**src/core/mt_regs.svh**
```systemverilog
`ifndef MT_REGS_SVH
`define MT_REGS_SVH

// ---------------------------------------------------------------
// Reset values
// ---------------------------------------------------------------
`define MT_PRESCALE_RST 16'h0000
`define MT_RELOAD_RST   16'hFFFF
`define MT_CMP_RST      16'h0000
`define MT_REP_RST      8'h00
`define MT_DEAD_RST     8'h00

// ---------------------------------------------------------------
// Count mode codes
// ---------------------------------------------------------------
`define MT_MODE_UP      2'h0
`define MT_MODE_DOWN    2'h1
`define MT_MODE_CENTER  2'h2

// ---------------------------------------------------------------
// Channel mode codes
// ---------------------------------------------------------------
`define MT_CH_CAPTURE   2'h0
`define MT_CH_MATCH     2'h1
`define MT_CH_PWM       2'h2

// ---------------------------------------------------------------
// Event flag positions
// ---------------------------------------------------------------
`define MT_EV_UPDATE    0
`define MT_EV_CH0       1
`define MT_EV_WIDTH     5

`endif

```
**src/core/mt_pkg.sv**
```systemverilog
package mt_pkg;

  typedef enum logic [1:0] {
    MT_COUNT_UP     = 2'h0,
    MT_COUNT_DOWN   = 2'h1,
    MT_COUNT_CENTER = 2'h2
  } mt_mode_type;

  typedef enum logic [1:0] {
    MT_RUN_IDLE = 2'h1,
    MT_RUN_BUSY = 2'h2
  } mt_run_type;

endpackage

```
**src/core/motor_timer.sv**
```systemverilog
`timescale 1ns/1ps
`include "mt_regs.svh"

// Contract
// One 16-bit counter counts up, down or up/down with auto-reload.
// Prescaler divides timer clock by any factor 1 to 65536.
// Four 16-bit capture/compare values, capture or compare per channel.
// A 16-bit reload value sets the counting period.
// An 8-bit repetition counter delays update events by N periods.
// Input capture latches counter; compare match toggles channel output.
// PWM in edge-aligned or centre-aligned counting mode.
// Single-pulse mode stops counting after one period; code stops at the next update event, which repetition can delay.
// Complementary outputs with programmable dead time between edges.
// Break input forces outputs to a programmed safe level.
// Flags on update, capture, match; individually enabled interrupt.
module mt_motor_timer (
  // Clock and reset
  input  wire logic        ref_clk,
  input  wire logic        nrst,
  // Counter control
  input  wire logic        enable,
  input  wire logic [1:0]  count_mode,
  input  wire logic        single_pulse,
  input  wire logic [15:0] prescale,
  input  wire logic [15:0] counter_reload_value,
  input  wire logic [7:0]  repetition,
  // Channel control
  input  wire logic [7:0]  channel_mode,
  input  wire logic [63:0] compare_in,
  input  wire logic [3:0]  compare_load,
  input  wire logic [3:0]  capture_in,
  input  wire logic [7:0]  dead_time,
  // Break
  input  wire logic        brk_in,
  input  wire logic [3:0]  safe_level,
  input  wire logic [3:0]  safe_level_n,
  // Flags
  input  wire logic [4:0]  flag_clear,
  input  wire logic [4:0]  irq_enable,
  // Outputs
  output logic [15:0]      count,
  output logic [63:0]      capture_compare_value,
  output logic [4:0]       flags,
  output logic             irq,
  output logic             running,
  output logic [3:0]       ch_out,
  output logic [3:0]       ch_out_n
);

  // ---------------------------------------------------------------
  // Prescaler and counter
  // ---------------------------------------------------------------
  logic [15:0] pre_cnt;
  logic        tick;
  logic        dir_down;
  logic [7:0]  rep_cnt;
  logic        period_end;
  logic        update_ev;
  logic [3:0]  cap_d;
  logic [3:0]  raw;
  logic [3:0]  raw_d;
  logic [7:0]  dt_cnt [4];
  logic [3:0]  match;
  logic [3:0]  cap_ev;
  logic [4:0]  ev;
  mt_pkg::mt_run_type run_state;
  logic        spent;

  assign tick = (pre_cnt == prescale) && running;

  always_ff @(posedge ref_clk) begin
    if (!nrst) begin
      pre_cnt <= 16'h0000;
    end else if (!running || tick) begin
      pre_cnt <= 16'h0000;
    end else begin
      pre_cnt <= pre_cnt + 16'h0001;
    end
  end

  always_comb begin
    case (count_mode)
      `MT_MODE_UP:     period_end = (count == counter_reload_value);
      `MT_MODE_DOWN:   period_end = (count == 16'h0000);
      `MT_MODE_CENTER: period_end = dir_down && (count == 16'h0001);
      default:         period_end = (count == counter_reload_value);
    endcase
  end

  always_ff @(posedge ref_clk) begin
    if (!nrst) begin
      count    <= 16'h0000;
      dir_down <= 1'b0;
    end else if (tick) begin
      case (count_mode)
        `MT_MODE_DOWN: begin
          count <= period_end ? counter_reload_value
                              : count - 16'h0001;
        end
        `MT_MODE_CENTER: begin
          if (!dir_down && count >= counter_reload_value - 16'h0001) begin
            dir_down <= 1'b1;
            count    <= counter_reload_value;
          end else if (dir_down && count <= 16'h0001) begin
            dir_down <= 1'b0;
            count    <= 16'h0000;
          end else begin
            count <= dir_down ? count - 16'h0001 : count + 16'h0001;
          end
        end
        default: begin
          count <= period_end ? 16'h0000 : count + 16'h0001;
        end
      endcase
    end
  end

  // ---------------------------------------------------------------
  // Repetition and run control
  // ---------------------------------------------------------------
  assign update_ev = tick && period_end && (rep_cnt == 8'h00);

  always_ff @(posedge ref_clk) begin
    if (!nrst) begin
      rep_cnt <= `MT_REP_RST;
    end else if (tick && period_end) begin
      rep_cnt <= (rep_cnt == 8'h00) ? repetition : rep_cnt - 8'h01;
    end
  end

  always_ff @(posedge ref_clk) begin
    if (!nrst) begin
      run_state <= mt_pkg::MT_RUN_IDLE;
      running   <= 1'b0;
    end else begin
      case (run_state)
        mt_pkg::MT_RUN_IDLE: begin
          if (enable && !spent) begin
            run_state <= mt_pkg::MT_RUN_BUSY;
            running   <= 1'b1;
          end
        end
        mt_pkg::MT_RUN_BUSY: begin
          if (!enable || (single_pulse && update_ev)) begin
            run_state <= mt_pkg::MT_RUN_IDLE;
            running   <= 1'b0;
          end
        end
        default: begin
          run_state <= mt_pkg::MT_RUN_IDLE;
          running   <= 1'b0;
        end
      endcase
    end
  end

  // Single pulse spent, held until enable drops
  always_ff @(posedge ref_clk) begin
    if (!nrst) begin
      spent <= 1'b0;
    end else if (!enable) begin
      spent <= 1'b0;
    end else if (running && single_pulse && update_ev) begin
      spent <= 1'b1;
    end
  end

  // ---------------------------------------------------------------
  // Channels
  // ---------------------------------------------------------------
  always_ff @(posedge ref_clk) begin
    if (!nrst) begin
      cap_d <= 4'h0;
    end else begin
      cap_d <= capture_in;
    end
  end

  genvar g;
  generate
    for (g = 0; g < 4; g++) begin : gen_ch
      logic [1:0]  md;
      logic [15:0] cv;
      assign md = channel_mode[2*g +: 2];
      assign cv = capture_compare_value[16*g +: 16];
      assign match[g]  = tick && (md != `MT_CH_CAPTURE) && (count == cv);
      assign cap_ev[g] = (md == `MT_CH_CAPTURE) && capture_in[g]
                         && !cap_d[g];

      always_ff @(posedge ref_clk) begin
        if (!nrst) begin
          capture_compare_value[16*g +: 16] <= `MT_CMP_RST;
        end else if (cap_ev[g]) begin
          capture_compare_value[16*g +: 16] <= count;
        end else if (compare_load[g]) begin
          capture_compare_value[16*g +: 16] <= compare_in[16*g +: 16];
        end
      end

      always_ff @(posedge ref_clk) begin
        if (!nrst) begin
          raw[g] <= 1'b0;
        end else if (md == `MT_CH_PWM) begin
          raw[g] <= (count < cv);
        end else if (match[g]) begin
          raw[g] <= ~raw[g];
        end
      end

      always_ff @(posedge ref_clk) begin
        if (!nrst) begin
          raw_d[g]  <= 1'b0;
          dt_cnt[g] <= `MT_DEAD_RST;
        end else begin
          raw_d[g] <= raw[g];
          if (raw[g] != raw_d[g]) begin
            dt_cnt[g] <= dead_time;
          end else if (dt_cnt[g] != 8'h00) begin
            dt_cnt[g] <= dt_cnt[g] - 8'h01;
          end
        end
      end

      always_ff @(posedge ref_clk) begin
        if (!nrst) begin
          ch_out[g]   <= 1'b0;
          ch_out_n[g] <= 1'b0;
        end else if (brk_in) begin
          ch_out[g]   <= safe_level[g];
          ch_out_n[g] <= safe_level_n[g];
        end else begin
          ch_out[g]   <= raw_d[g] && (dt_cnt[g] == 8'h00);
          ch_out_n[g] <= !raw_d[g] && (dt_cnt[g] == 8'h00);
        end
      end
    end
  endgenerate

  // ---------------------------------------------------------------
  // Flags and interrupt
  // ---------------------------------------------------------------
  assign ev = {match | cap_ev, update_ev};

  always_ff @(posedge ref_clk) begin
    if (!nrst) begin
      flags <= 5'h00;
    end else begin
      flags <= (flags & ~flag_clear) | ev;
    end
  end

  always_ff @(posedge ref_clk) begin
    if (!nrst) begin
      irq <= 1'b0;
    end else begin
      irq <= |(((flags & ~flag_clear) | ev) & irq_enable);
    end
  end

  // ---------------------------------------------------------------
  // Checks
  // ---------------------------------------------------------------
  property p_prescale;
    @(posedge ref_clk) disable iff (!nrst)
    (running && !tick && $past(running)) |=> $stable(count);
  endproperty
  a_prescale: assert property (p_prescale) else $error("count moved");

  property p_up_wrap;
    @(posedge ref_clk) disable iff (!nrst)
    (tick && count_mode == `MT_MODE_UP && period_end) |=> count == 16'h0000;
  endproperty
  a_up_wrap: assert property (p_up_wrap) else $error("no wrap");

  property p_down_reload;
    @(posedge ref_clk) disable iff (!nrst)
    (tick && count_mode == `MT_MODE_DOWN && count == 16'h0000)
      |=> count == $past(counter_reload_value);
  endproperty
  a_down_reload: assert property (p_down_reload) else $error("no reload");

  property p_capture;
    @(posedge ref_clk) disable iff (!nrst)
    cap_ev[0] |=> capture_compare_value[15:0] == $past(count);
  endproperty
  a_capture: assert property (p_capture) else $error("no capture");

  property p_flag;
    @(posedge ref_clk) disable iff (!nrst)
    update_ev |=> flags[`MT_EV_UPDATE];
  endproperty
  a_flag: assert property (p_flag) else $error("flag lost");

  property p_single;
    @(posedge ref_clk) disable iff (!nrst)
    (running && single_pulse && update_ev) |=> !running;
  endproperty
  a_single: assert property (p_single) else $error("kept running");

  property p_spent;
    @(posedge ref_clk) disable iff (!nrst)
    (spent && enable) |=> !running;
  endproperty
  a_spent: assert property (p_spent) else $error("pulse restarted");

  property p_break;
    @(posedge ref_clk) disable iff (!nrst)
    brk_in |=> ch_out == $past(safe_level) && ch_out_n == $past(safe_level_n);
  endproperty
  a_break: assert property (p_break) else $error("break ignored");

  property p_overlap;
    @(posedge ref_clk) disable iff (!nrst)
    !$past(brk_in) |-> (ch_out & ch_out_n) == 4'h0;
  endproperty
  a_overlap: assert property (p_overlap) else $error("pair overlap");

  property p_rep;
    @(posedge ref_clk) disable iff (!nrst)
    (tick && period_end && rep_cnt != 8'h00) |-> !update_ev;
  endproperty
  a_rep: assert property (p_rep) else $error("early update");

endmodule

```
**config.mk**
```make
export PLATFORM = sky130hd
export DESIGN_NAME = mt_motor_timer
export DESIGN_NICKNAME = d
export VERILOG_FILES = /design/src/core/mt_pkg.sv /design/src/core/motor_timer.sv
export VERILOG_INCLUDE_DIRS = /design/src /design/src/core
export SDC_FILE = /design/constraint.sdc
export NUM_CORES = 1
export LEC_CHECK = 0
export ABC_AREA = 1
export CORE_ASPECT_RATIO = 1.2
export CORE_MARGIN = 4
export CORE_UTILIZATION = 35
export DETAILED_ROUTE_END_ITERATION = 8
export DONT_BUFFER_PORTS = 1
export HOLD_SLACK_MARGIN = 0.02
export SYNTH_ARGS = -nofsm -noshare
export SYNTH_HDL_FRONTEND = slang
export SYNTH_SLANG_ARGS = --single-unit
```
**constraint.sdc**
```tcl
create_clock -name ref_clk -period 8.75 [get_ports ref_clk]
set_clock_uncertainty 0.05 [all_clocks]
set_input_delay 1.75 -clock ref_clk [delete_from_list [all_inputs] [get_ports ref_clk]]
set_output_delay 1.75 -clock ref_clk [all_outputs]
set_load 0.1 [all_outputs]
```
==> impl_metrics.toml, run 1 <==
[critical_path]
worst_r2r_path_depth = 13
worstReg2RegEnd = "irq"
r2r-start = "count[0]"
worstPathRequired_ns = 9.03
worstSetupEndpointType = "register"
arrival_ns = 5.14
cp_max_fo = 17
cp-start-kind = "primary input"
r2r_slack_ns = 5.00
critPathKind = "primary input to register"
startpoint = "counter_reload_value[0]"

[final_layout]
layout_commonest_cell = "nand2_1"
finalNonFillerCells = 2333
fillerInstances = 3747
nNetsFinal = 2103
drive_above_1_share_pct = 5.08
area_growth_pct = 7.77
final_cell_mix = "nand2_1, nor2_1, inv_1"

[sta]
rsz0062_at_grt = "no"
fin_tns_setup_ns = 0
fin_crit_ns = 4.86
fmax_mhz = 206
final-setup-viol-count = 0
worstMarginPinSlew_ns = 1.11
drv_slew = 0
slew_headroom_pct = 26.1
fin_crit_sh_pct = 55.5
final-hold-violation-count = 0

[synthesis]
synth.yosys.warnings = 0
async_flop_share_pct = 0
syn-cell-area_um2 = 12400
syn_nets = 2141
synth-edff-count = 32
yosys.area_share.simple_pct = 29.9
synth_area_leaders = "dfxtp_1, nand2_1, ha_1, nor2_1, edfxtp_1"
ys_ff_latch = 166
synth_top_family_by_area = "simple AND/OR/NAND/NOR gates"
yosys.area.top_type = "dfxtp_1"
synth_xor_area_share_pct = 4.66
ys_types = 45
synthMuxAreaShare_pct = 0.323
synth_ff_type = "dfxtp_1"
yosysSeqAreaShare_pct = 29.4
synthAdderAreaFrac_pct = 9.38
syn_area_per_cell_um2 = 6.55
synth-compound-area-share_pct = 15.8
synthCells = 1895
synth.top_cell.area_share_pct = 21.6

[floorplanning]
core_area_um2 = 35000
num_rows = 75
io_pins = 248
dieWidth_um = 180
initial_core_util_pct = 35.4
dieArea_um2 = 38500
die_height_um = 214

[placed_design]
gp_routability_congestion = 0.917
dp_cells = 2300
post-dp-hpwl_um = 31500
port_buffers = 0

[global_routing]
grt_usage_pct = 22.0
globalRouteOverflowTotal = 0
grt_max_degree = 79
antenna_found_initial = 3
grt_pass1_vias = 11832
grt_pass1_wl_um = 67100

[drt]
dr.pass1.iters = 7
vias = 12360
avgRoutedWirePerCell_um = 18.7
via_per_inst = 5.30
drc = 0
postRouteAntennaNets = 0
drtIter0Drc = 941
wirelength_um = 43600

[flow_run]
max_cap_violations = 0

[clock_network]
cts_resized = 0
cts_buffers = 17
cts_buffer_depth = 2
cts_setup_buffers = 0
cts_tree = "built"
holdBufCountCts = 0
cts_sinks = 166
root_buffer = "clkbuf_16"
path_clk_slew_ns = 0.07
htreeDepth = 4
clock_latency_ns = 0.45

[power_and_ir_drop]
p_leak_nw = 6.34
power.density_nw_per_um2 = 175
ir_drop_mv = 0.126

[worst_hold_path]
worstHoldStart = "spent"
hp-class = "register to register"
hold_end = "spent"
hold_depth = 2

[status]
status = "finished clean"
routing by layer:
layer  wire (um)  track usage [%]  vias up
li1            -                -     6135
met1       18000             27.1     5650
met2       20500             36.7      466
met3        3060             4.89      105
met4        1970             9.91        4
met5          40                0        -
area by class of cell:
type / count / area (um^2) / area share [%]
clock buffers: 18 / 429 / 3.21
diodes: 1 / 2.50 / 0.0187
flip-flops and latches: 166 / 3660 / 27.4
multi-input cells: 1397 / 7450 / 55.7
clock inverters: 14 / 140 / 1.05
inverters: 256 / 961 / 7.19
well taps: 462 / 578 / 4.32
repair buffers: 19 / 143 / 1.07
sequential cells by signal, summed over array words and instances, names as in the netlist:
name and count:
irq 1, dir_down 1, dt_cnt 32, running 1
count 16, run_state 1, rep_cnt 8, raw 4
ch_out_n 4, gen_ch.cv 64, pre_cnt 16, flags 5
raw_d 4, cap_d 4, ch_out 4, spent 1
where the power goes:
group	internal (W)	switching (W)	leakage, nW	total (W)
Clock	0.000400	0.000358	0.283	0.000758
Sequential	0.000882	0.000243	1.47	0.00113
Combinational	0.000170	0.000281	4.59	0.000451
critical path: stages:
cell	delay, ns
inv_1	0.14
ha_1	0.22
nand2_1	0.09
nor3_1	0.24
nand3_1	0.17
nor2_1	0.12
nand2_1	0.10
nor3_2	0.17
nand3_1	0.11
xor2_1	0.14
inv_1	0.05
ha_1	0.27
nand2_1	0.09
o21ai_0	0.10
a21oi_1	0.22
nand2_2	0.30
nand2_2	0.42
nand2_1	0.12
nand3_1	0.08
nand2_1	0.06
nand2_1	0.07
a21oi_1	0.08
cells in the mapped netlist (2+ instances only):
cell type and n:
nand2_1 388, nor2_1 284, inv_1 244, a21oi_1 157, dfxtp_1 134, nand3_1 131
o21ai_0 96, ha_1 93, a211oi_1 67, xor2_1 50, clkbuf_1 38, edfxtp_1 32
nand4_1 27, nor3_1 20, buf_2 18, xnor2_1 16, buf_1 11, inv_2 11
o22ai_1 10, buf_4 7, nand3b_1 7, a31oi_1 6, nand2_2 5, nor2_2 5
mux2i_1 4, nor4_1 4, nor3_2 3, nor3b_1 3, o21a_1 3, o21ai_1 3
and2_1 2, buf_6 2, o211ai_1 2
through the flow:
stage          hold slack [ns]  util [%]  setup slack [ns]  total power [W]  area (um^2)
2_1_floorplan            0.381         -              4.17          0.00149        12400
3_3_place_gp             0.394      36.6              3.50          0.00158        12800
3_5_place_dp             0.405      36.6              3.48          0.00159        12800
4_1_cts                  0.416      38.2              3.96          0.00236        13400
5_1_grt                  0.441      38.2              3.55          0.00246        13400
6_report                 0.411      38.2              3.89          0.00233        13400
cells by family (layout without fill, tap and decap cells):
group           after synthesis  in the layout
flops                       166            166
mux                           4              4
buf+inv                     332            307
other cells                   0              1
xor+xnor                     66             66
simple gates                885            885
compound gates              349            349
fa+ha+maj                    93             93
how the worst max path moves through the flow:
stage                endpoint  slack (ns)  depth (start not counted)
floorplan            count[7]        4.17                         22
global placement    count[10]        3.50                         22
detailed placement  count[12]        3.48                         22
CTS                 count[11]        3.96                         22
global route         count[0]        3.55                         21
finish              count[14]        3.89                         22
Note: power is estimated with default switching activity, not from simulation.
==> run 2, diff against run 1 <==
==> constraint.sdc (replaced) <==
create_clock -name ref_clk -period 4.3 [get_ports ref_clk]
set_clock_uncertainty 0.05 [all_clocks]
set_input_delay 0.86 -clock ref_clk [delete_from_list [all_inputs] [get_ports ref_clk]]
set_output_delay 0.86 -clock ref_clk [all_outputs]
set_load 0.1 [all_outputs]
==> run 2 against run 1 <==
Effect of this change: sequential power grew 73%; non-clock buffer count grew 74; setup slack lost 3.2 ns; routed wire length grew 0.36%; combinational power grew to 2.9 times the previous value; cell area grew 4.2%; hold slack lost 0.0033 ns; global-route usage shrank 0.057 points; register-to-register slack lost 3.6 ns; via count grew 1.8%; sequential share of layout area shrank 1.1 points; clock power grew 110%.
==> impl_metrics.toml, run 2 (same netlist as run 1, synthesis figures left out) <==
[drt]
drtIter0Drc = 938
dr.pass1.iters = 9
postRouteAntennaNets = 0
wirelength_um = 43700
vias = 12586
avgRoutedWirePerCell_um = 18.2
drc = 0
via_per_inst = 5.23

[clock_network]
cts_buffers = 17
cts_setup_buffers = 0
cts_sinks = 166
cts_tree = "built"
cts_buffer_depth = 2
htreeDepth = 4
root_buffer = "clkbuf_16"
cts_resized = 0
holdBufCountCts = 0
path_clk_slew_ns = 0.07
clock_latency_ns = 0.45

[flow_run]
max_cap_violations = 0

[floorplanning]
core_area_um2 = 35000
io_pins = 248
initial_core_util_pct = 35.4
num_rows = 75
dieArea_um2 = 38500
dieWidth_um = 180
die_height_um = 214

[power_and_ir_drop]
combPwrFrac_pct = 27.2
power.density_nw_per_um2 = 349
p_sw_share_pct = 37.1
ir_drop_mv = 0.316
internal_power_w = 0.00306
seqPwrFrac_pct = 40.3
power.switching_w = 0.00181
p_clk_share_pct = 32.6
p_leak_nw = 6.73

[worst_hold_path]
hp-class = "register to register"

[critical_path]
worstSetupEndpointType = "register"
r2r-start = "count[5]"
worst_r2r_path_depth = 15
arrival_ns = 3.94
cp_max_fo = 17
worstPathRequired_ns = 4.59
critPathKind = "primary input to register"
worstReg2RegEnd = "count[2]"
cp-start-kind = "primary input"
r2r_slack_ns = 1.37
startpoint = "counter_reload_value[0]"
critPathCapture = "count[2]"

[global_routing]
grt_max_degree = 58
globalRouteOverflowTotal = 0
grt_usage_pct = 21.9
grt_pass1_wl_um = 66800
grt_pass1_vias = 11935
antenna_found_initial = 3

[sta]
final-setup-viol-count = 0
drv_slew = 0
fin_tns_setup_ns = 0
fmax_mhz = 273
worstMarginPinSlew_ns = 0.990
slew_headroom_pct = 33.9
fin_crit_sh_pct = 85.1
rsz0062_at_grt = "no"
fin_crit_ns = 3.66
final-hold-violation-count = 0
whs_ns = 0.407

[final_layout]
drive_above_1_share_pct = 8.59
nNetsFinal = 2177
layout_commonest_cell = "nand2_1"
largest_reg_flops = 64
final_cell_mix = "nand2_1, nor2_1, inv_1"
area_growth_pct = 12.3
fin_area_um2 = 13900

[placed_design]
place_area_um2 = 13400
gp_routability_congestion = 0.890
post-dp-hpwl_um = 32300
port_buffers = 0

[status]
status = "finished clean"
run 2: final cells by class:
| cell class | count | area, um^2 |
|---|---|---|
| sequential | 166 | 3660 |
| clock inverter | 13 | 145 |
| clock buffer | 19 | 433 |
| multi-input combinational | 1397 | 7450 |
| fill | 3709 | 21100 |
| tap | 462 | 578 |
| antenna | 1 | 2.50 |
| inverter | 256 | 961 |
| timing repair buffer | 93 | 698 |
run 2: worst min path at each step:
stage | startpoint | endpoint | depth (start not counted)
floorplan | spent | spent | 2
global placement | spent | spent | 2
detailed placement | spent | spent | 2
CTS | spent | spent | 2
global route | capture_in[3] | cap_d[3] | 2
finish | spent | spent | 2
run 2: power groups by stage:
stage / clock, W / combinational, W / sequential, W
2_1_floorplan: 0 / 0.000748 / 0.00229
3_3_place_gp: 0 / 0.00129 / 0.00199
3_5_place_dp: 0 / 0.00131 / 0.00199
4_1_cts: 0.00163 / 0.00132 / 0.00196
5_1_grt: 0.00168 / 0.00147 / 0.00198
6_report: 0.00159 / 0.00132 / 0.00196
run 2: worst max-delay path, stage by stage:
cell     delay (ns)
inv_1          0.15
ha_1           0.22
nand2_1        0.09
nor3_1         0.26
nand3_1        0.18
nor2_1         0.12
nand2_1        0.10
nor3_2         0.18
nand3_1        0.11
xor2_1         0.14
inv_1          0.05
ha_1           0.26
nand2_1        0.10
o21ai_0        0.10
a21oi_1        0.23
nand2_2        0.10
nand2_2        0.32
nand2_1        0.10
nand3_1        0.09
nand2_1        0.06
nand2_1        0.06
a21oi_1        0.06
run 2: per-layer routing:
metal	global-route usage (%)	vias to the layer above	share of wire, %
li1	-	6292	-
met1	26.0	5730	41
met2	36.9	458	47
met3	5.46	102	7.6
met4	10.9	4	4.2
met5	0	-	0.098
run 2: metrics by stage:
step                utilization (%)  worst slack, ns  instances  total power [W]
global placement               38.1            0.303       2374          0.00328
floorplan                         -            0.611       1895          0.00303
global route                   39.8            0.226       2407          0.00513
detailed placement             38.1            0.206       2374          0.00331
CTS                            39.8            0.690       2406          0.00491
finish                         39.8            0.643       2407          0.00487
==> run 3, diff against run 2 <==
--- a/config.mk
+++ b/config.mk
@@ -13,6 +13,7 @@
 export DETAILED_ROUTE_END_ITERATION = 8
 export DONT_BUFFER_PORTS = 1
 export HOLD_SLACK_MARGIN = 0.02
+export PLACE_DENSITY_LB_ADDON = 0.2
 export SYNTH_ARGS = -nofsm -noshare
 export SYNTH_HDL_FRONTEND = slang
 export SYNTH_SLANG_ARGS = --single-unit
==> run 3 against run 2 <==
Effect of this change: die area is the same; sequential power is essentially flat; non-clock buffer count is the same; setup slack lost 0.0080 ns; cell count is essentially flat; critical path depth is the same; sequential share of layout area is essentially flat; first-iteration DRC count shrank 12%; cell area grew 0.19%; total power grew 0.61%.
==> impl_metrics.toml, run 3 (same netlist as run 1, synthesis figures left out) <==
[global_routing]
grt_pass1_wl_um = 68300
antenna_found_initial = 2
grt_usage_pct = 22.4
grt_pass1_vias = 11995
globalRouteOverflowTotal = 0
grt_max_degree = 71

[clock_network]
clock_latency_ns = 0.47
cts_setup_buffers = 0
holdBufCountCts = 0
cts_tree = "built"
cts_buffers = 17
cts_sinks = 166
cts_resized = 0
root_buffer = "clkbuf_16"
path_clk_slew_ns = 0.07
htreeDepth = 4
cts_buffer_depth = 2

[placed_design]
place_area_um2 = 13400
post-dp-hpwl_um = 33000
port_buffers = 0
dp_cells = 2374
gp_routability_congestion = 0.894

[worst_hold_path]
hp-class = "register to register"
hold_depth = 2

[critical_path]
r2r-start = "count[10]"
arrival_ns = 3.96
max_stage_delay_ns = 0.32
worstPathRequired_ns = 4.60
cp-start-kind = "primary input"
worstSetupEndpointType = "register"
cp_max_fo = 17
critPathKind = "primary input to register"
critPathCapture = "count[5]"
startpoint = "counter_reload_value[0]"
worst_r2r_path_depth = 13
cp_slowest_cell = "nand2_2"
r2r_slack_ns = 1.36
worstReg2RegEnd = "running"
cp_common_cell = "nand2_1"
cp_cell_sequence = "inv_1 > ha_1 > nand2_1 > nor3_1 > nand3_1 > nor2_1 > nand2_1 > nor3_2 > nand3_1 > xor2_1 > inv_1 > ha_1 > nand2_1 > o21ai_0 > a21oi_1 > nand2_2 > nand2_2 > nand2_1 > nand3_1 > nand2_1 > nand2_1 > a21oi_1"

[flow_run]
max_cap_violations = 0

[drt]
vias = 12490
via_per_inst = 5.19
wirelength_um = 44500
postRouteAntennaNets = 0
drc = 0
dr.pass1.iters = 6
drtIter0Drc = 828
avgRoutedWirePerCell_um = 18.5

[floorplanning]
io_pins = 248
num_rows = 75
initial_core_util_pct = 35.4
die_height_um = 214
dieWidth_um = 180
core_area_um2 = 35000
dieArea_um2 = 38500

[final_layout]
fillerInstances = 3715
nNetsFinal = 2177
largest_reg_flops = 64
finalNonFillerCells = 2406
fin_area_um2 = 14000
area_growth_pct = 12.5
final_cell_mix = "nand2_1, nor2_1, inv_1"
diodes = 0
drive_above_1_share_pct = 8.69
layout_commonest_cell = "nand2_1"

[sta]
slew_headroom_pct = 30.0
whs_ns = 0.412
fmax_mhz = 273
fin_crit_sh_pct = 85.2
worstMarginPinSlew_ns = 1.05
fin_tns_setup_ns = 0
rsz0062_at_grt = "no"
final-hold-violation-count = 0
fin_crit_ns = 3.67
final-setup-viol-count = 0
drv_slew = 0

[status]
status = "finished clean"

[power_and_ir_drop]
ir_drop_mv = 0.237
p_leak_nw = 6.74
power.density_nw_per_um2 = 351
power_w = 0.00490
==> run 3: cell types whose count changed in the layout (fill, tap and decap cells not counted) <==
cell        change
clkinvlp_4      +2
clkbuf_16       +2
inv_8           +1
clkinv_1        -1
clkinv_2        -2
clkbuf_1        -1
bufinv_16       -1
diode_2         -1
==> run 3: worst max-delay path, delay by kind of cell <==
family | cells | cell delay [ns]
xor+xnor | 1 | 0.15
compound gates | 3 | 0.40
simple gates | 14 | 1.85
fa+ha+maj | 2 | 0.49
buf+inv | 2 | 0.20
==> run 3: cell type report <==
class | instances | area (um^2) | share of cell area (%)
inverter | 256 | 961 | 6.88
clock buffer | 20 | 479 | 3.43
sequential | 166 | 3660 | 26.2
tap | 462 | 578 | 4.14
clock inverter | 12 | 128 | 0.914
multi-input combinational | 1397 | 7450 | 53.4
timing repair buffer | 93 | 698 | 5.00
==> run 3: how the worst min path moves through the flow <==
stage | slack, ns | start | end
3_3_place_gp | 0.39 | spent | spent
3_5_place_dp | 0.40 | spent | spent
4_1_cts | 0.41 | spent | spent
2_1_floorplan | 0.38 | spent | spent
6_report | 0.41 | spent | spent
5_1_grt | 0.42 | capture_in[2] | cap_d[2]
==> run 3: layer usage <==
layer	share of wire, %	vias up	global-route usage [%]
li1	-	6288	-
met5	0.072	-	0
met3	7.6	103	6.09
met2	47	449	37.7
met4	3.9	4	9.58
met1	41	5646	27.0
==> run 3: power breakdown <==
part	internal, W	leakage (nW)	switching (W)
registers	0.00180	1.47	0.000162
clock network	0.000884	0.294	0.000740
logic	0.000399	4.97	0.000915
==> run 3: through the flow <==
| step | setup slack, ns | utilization, % |
|---|---|---|
| floorplan | 0.611 | - |
| global placement | 0.299 | 38.1 |
| CTS | 0.650 | 39.9 |
| finish | 0.635 | 39.9 |
| global route | 0.220 | 39.9 |
| detailed placement | 0.171 | 38.1 |
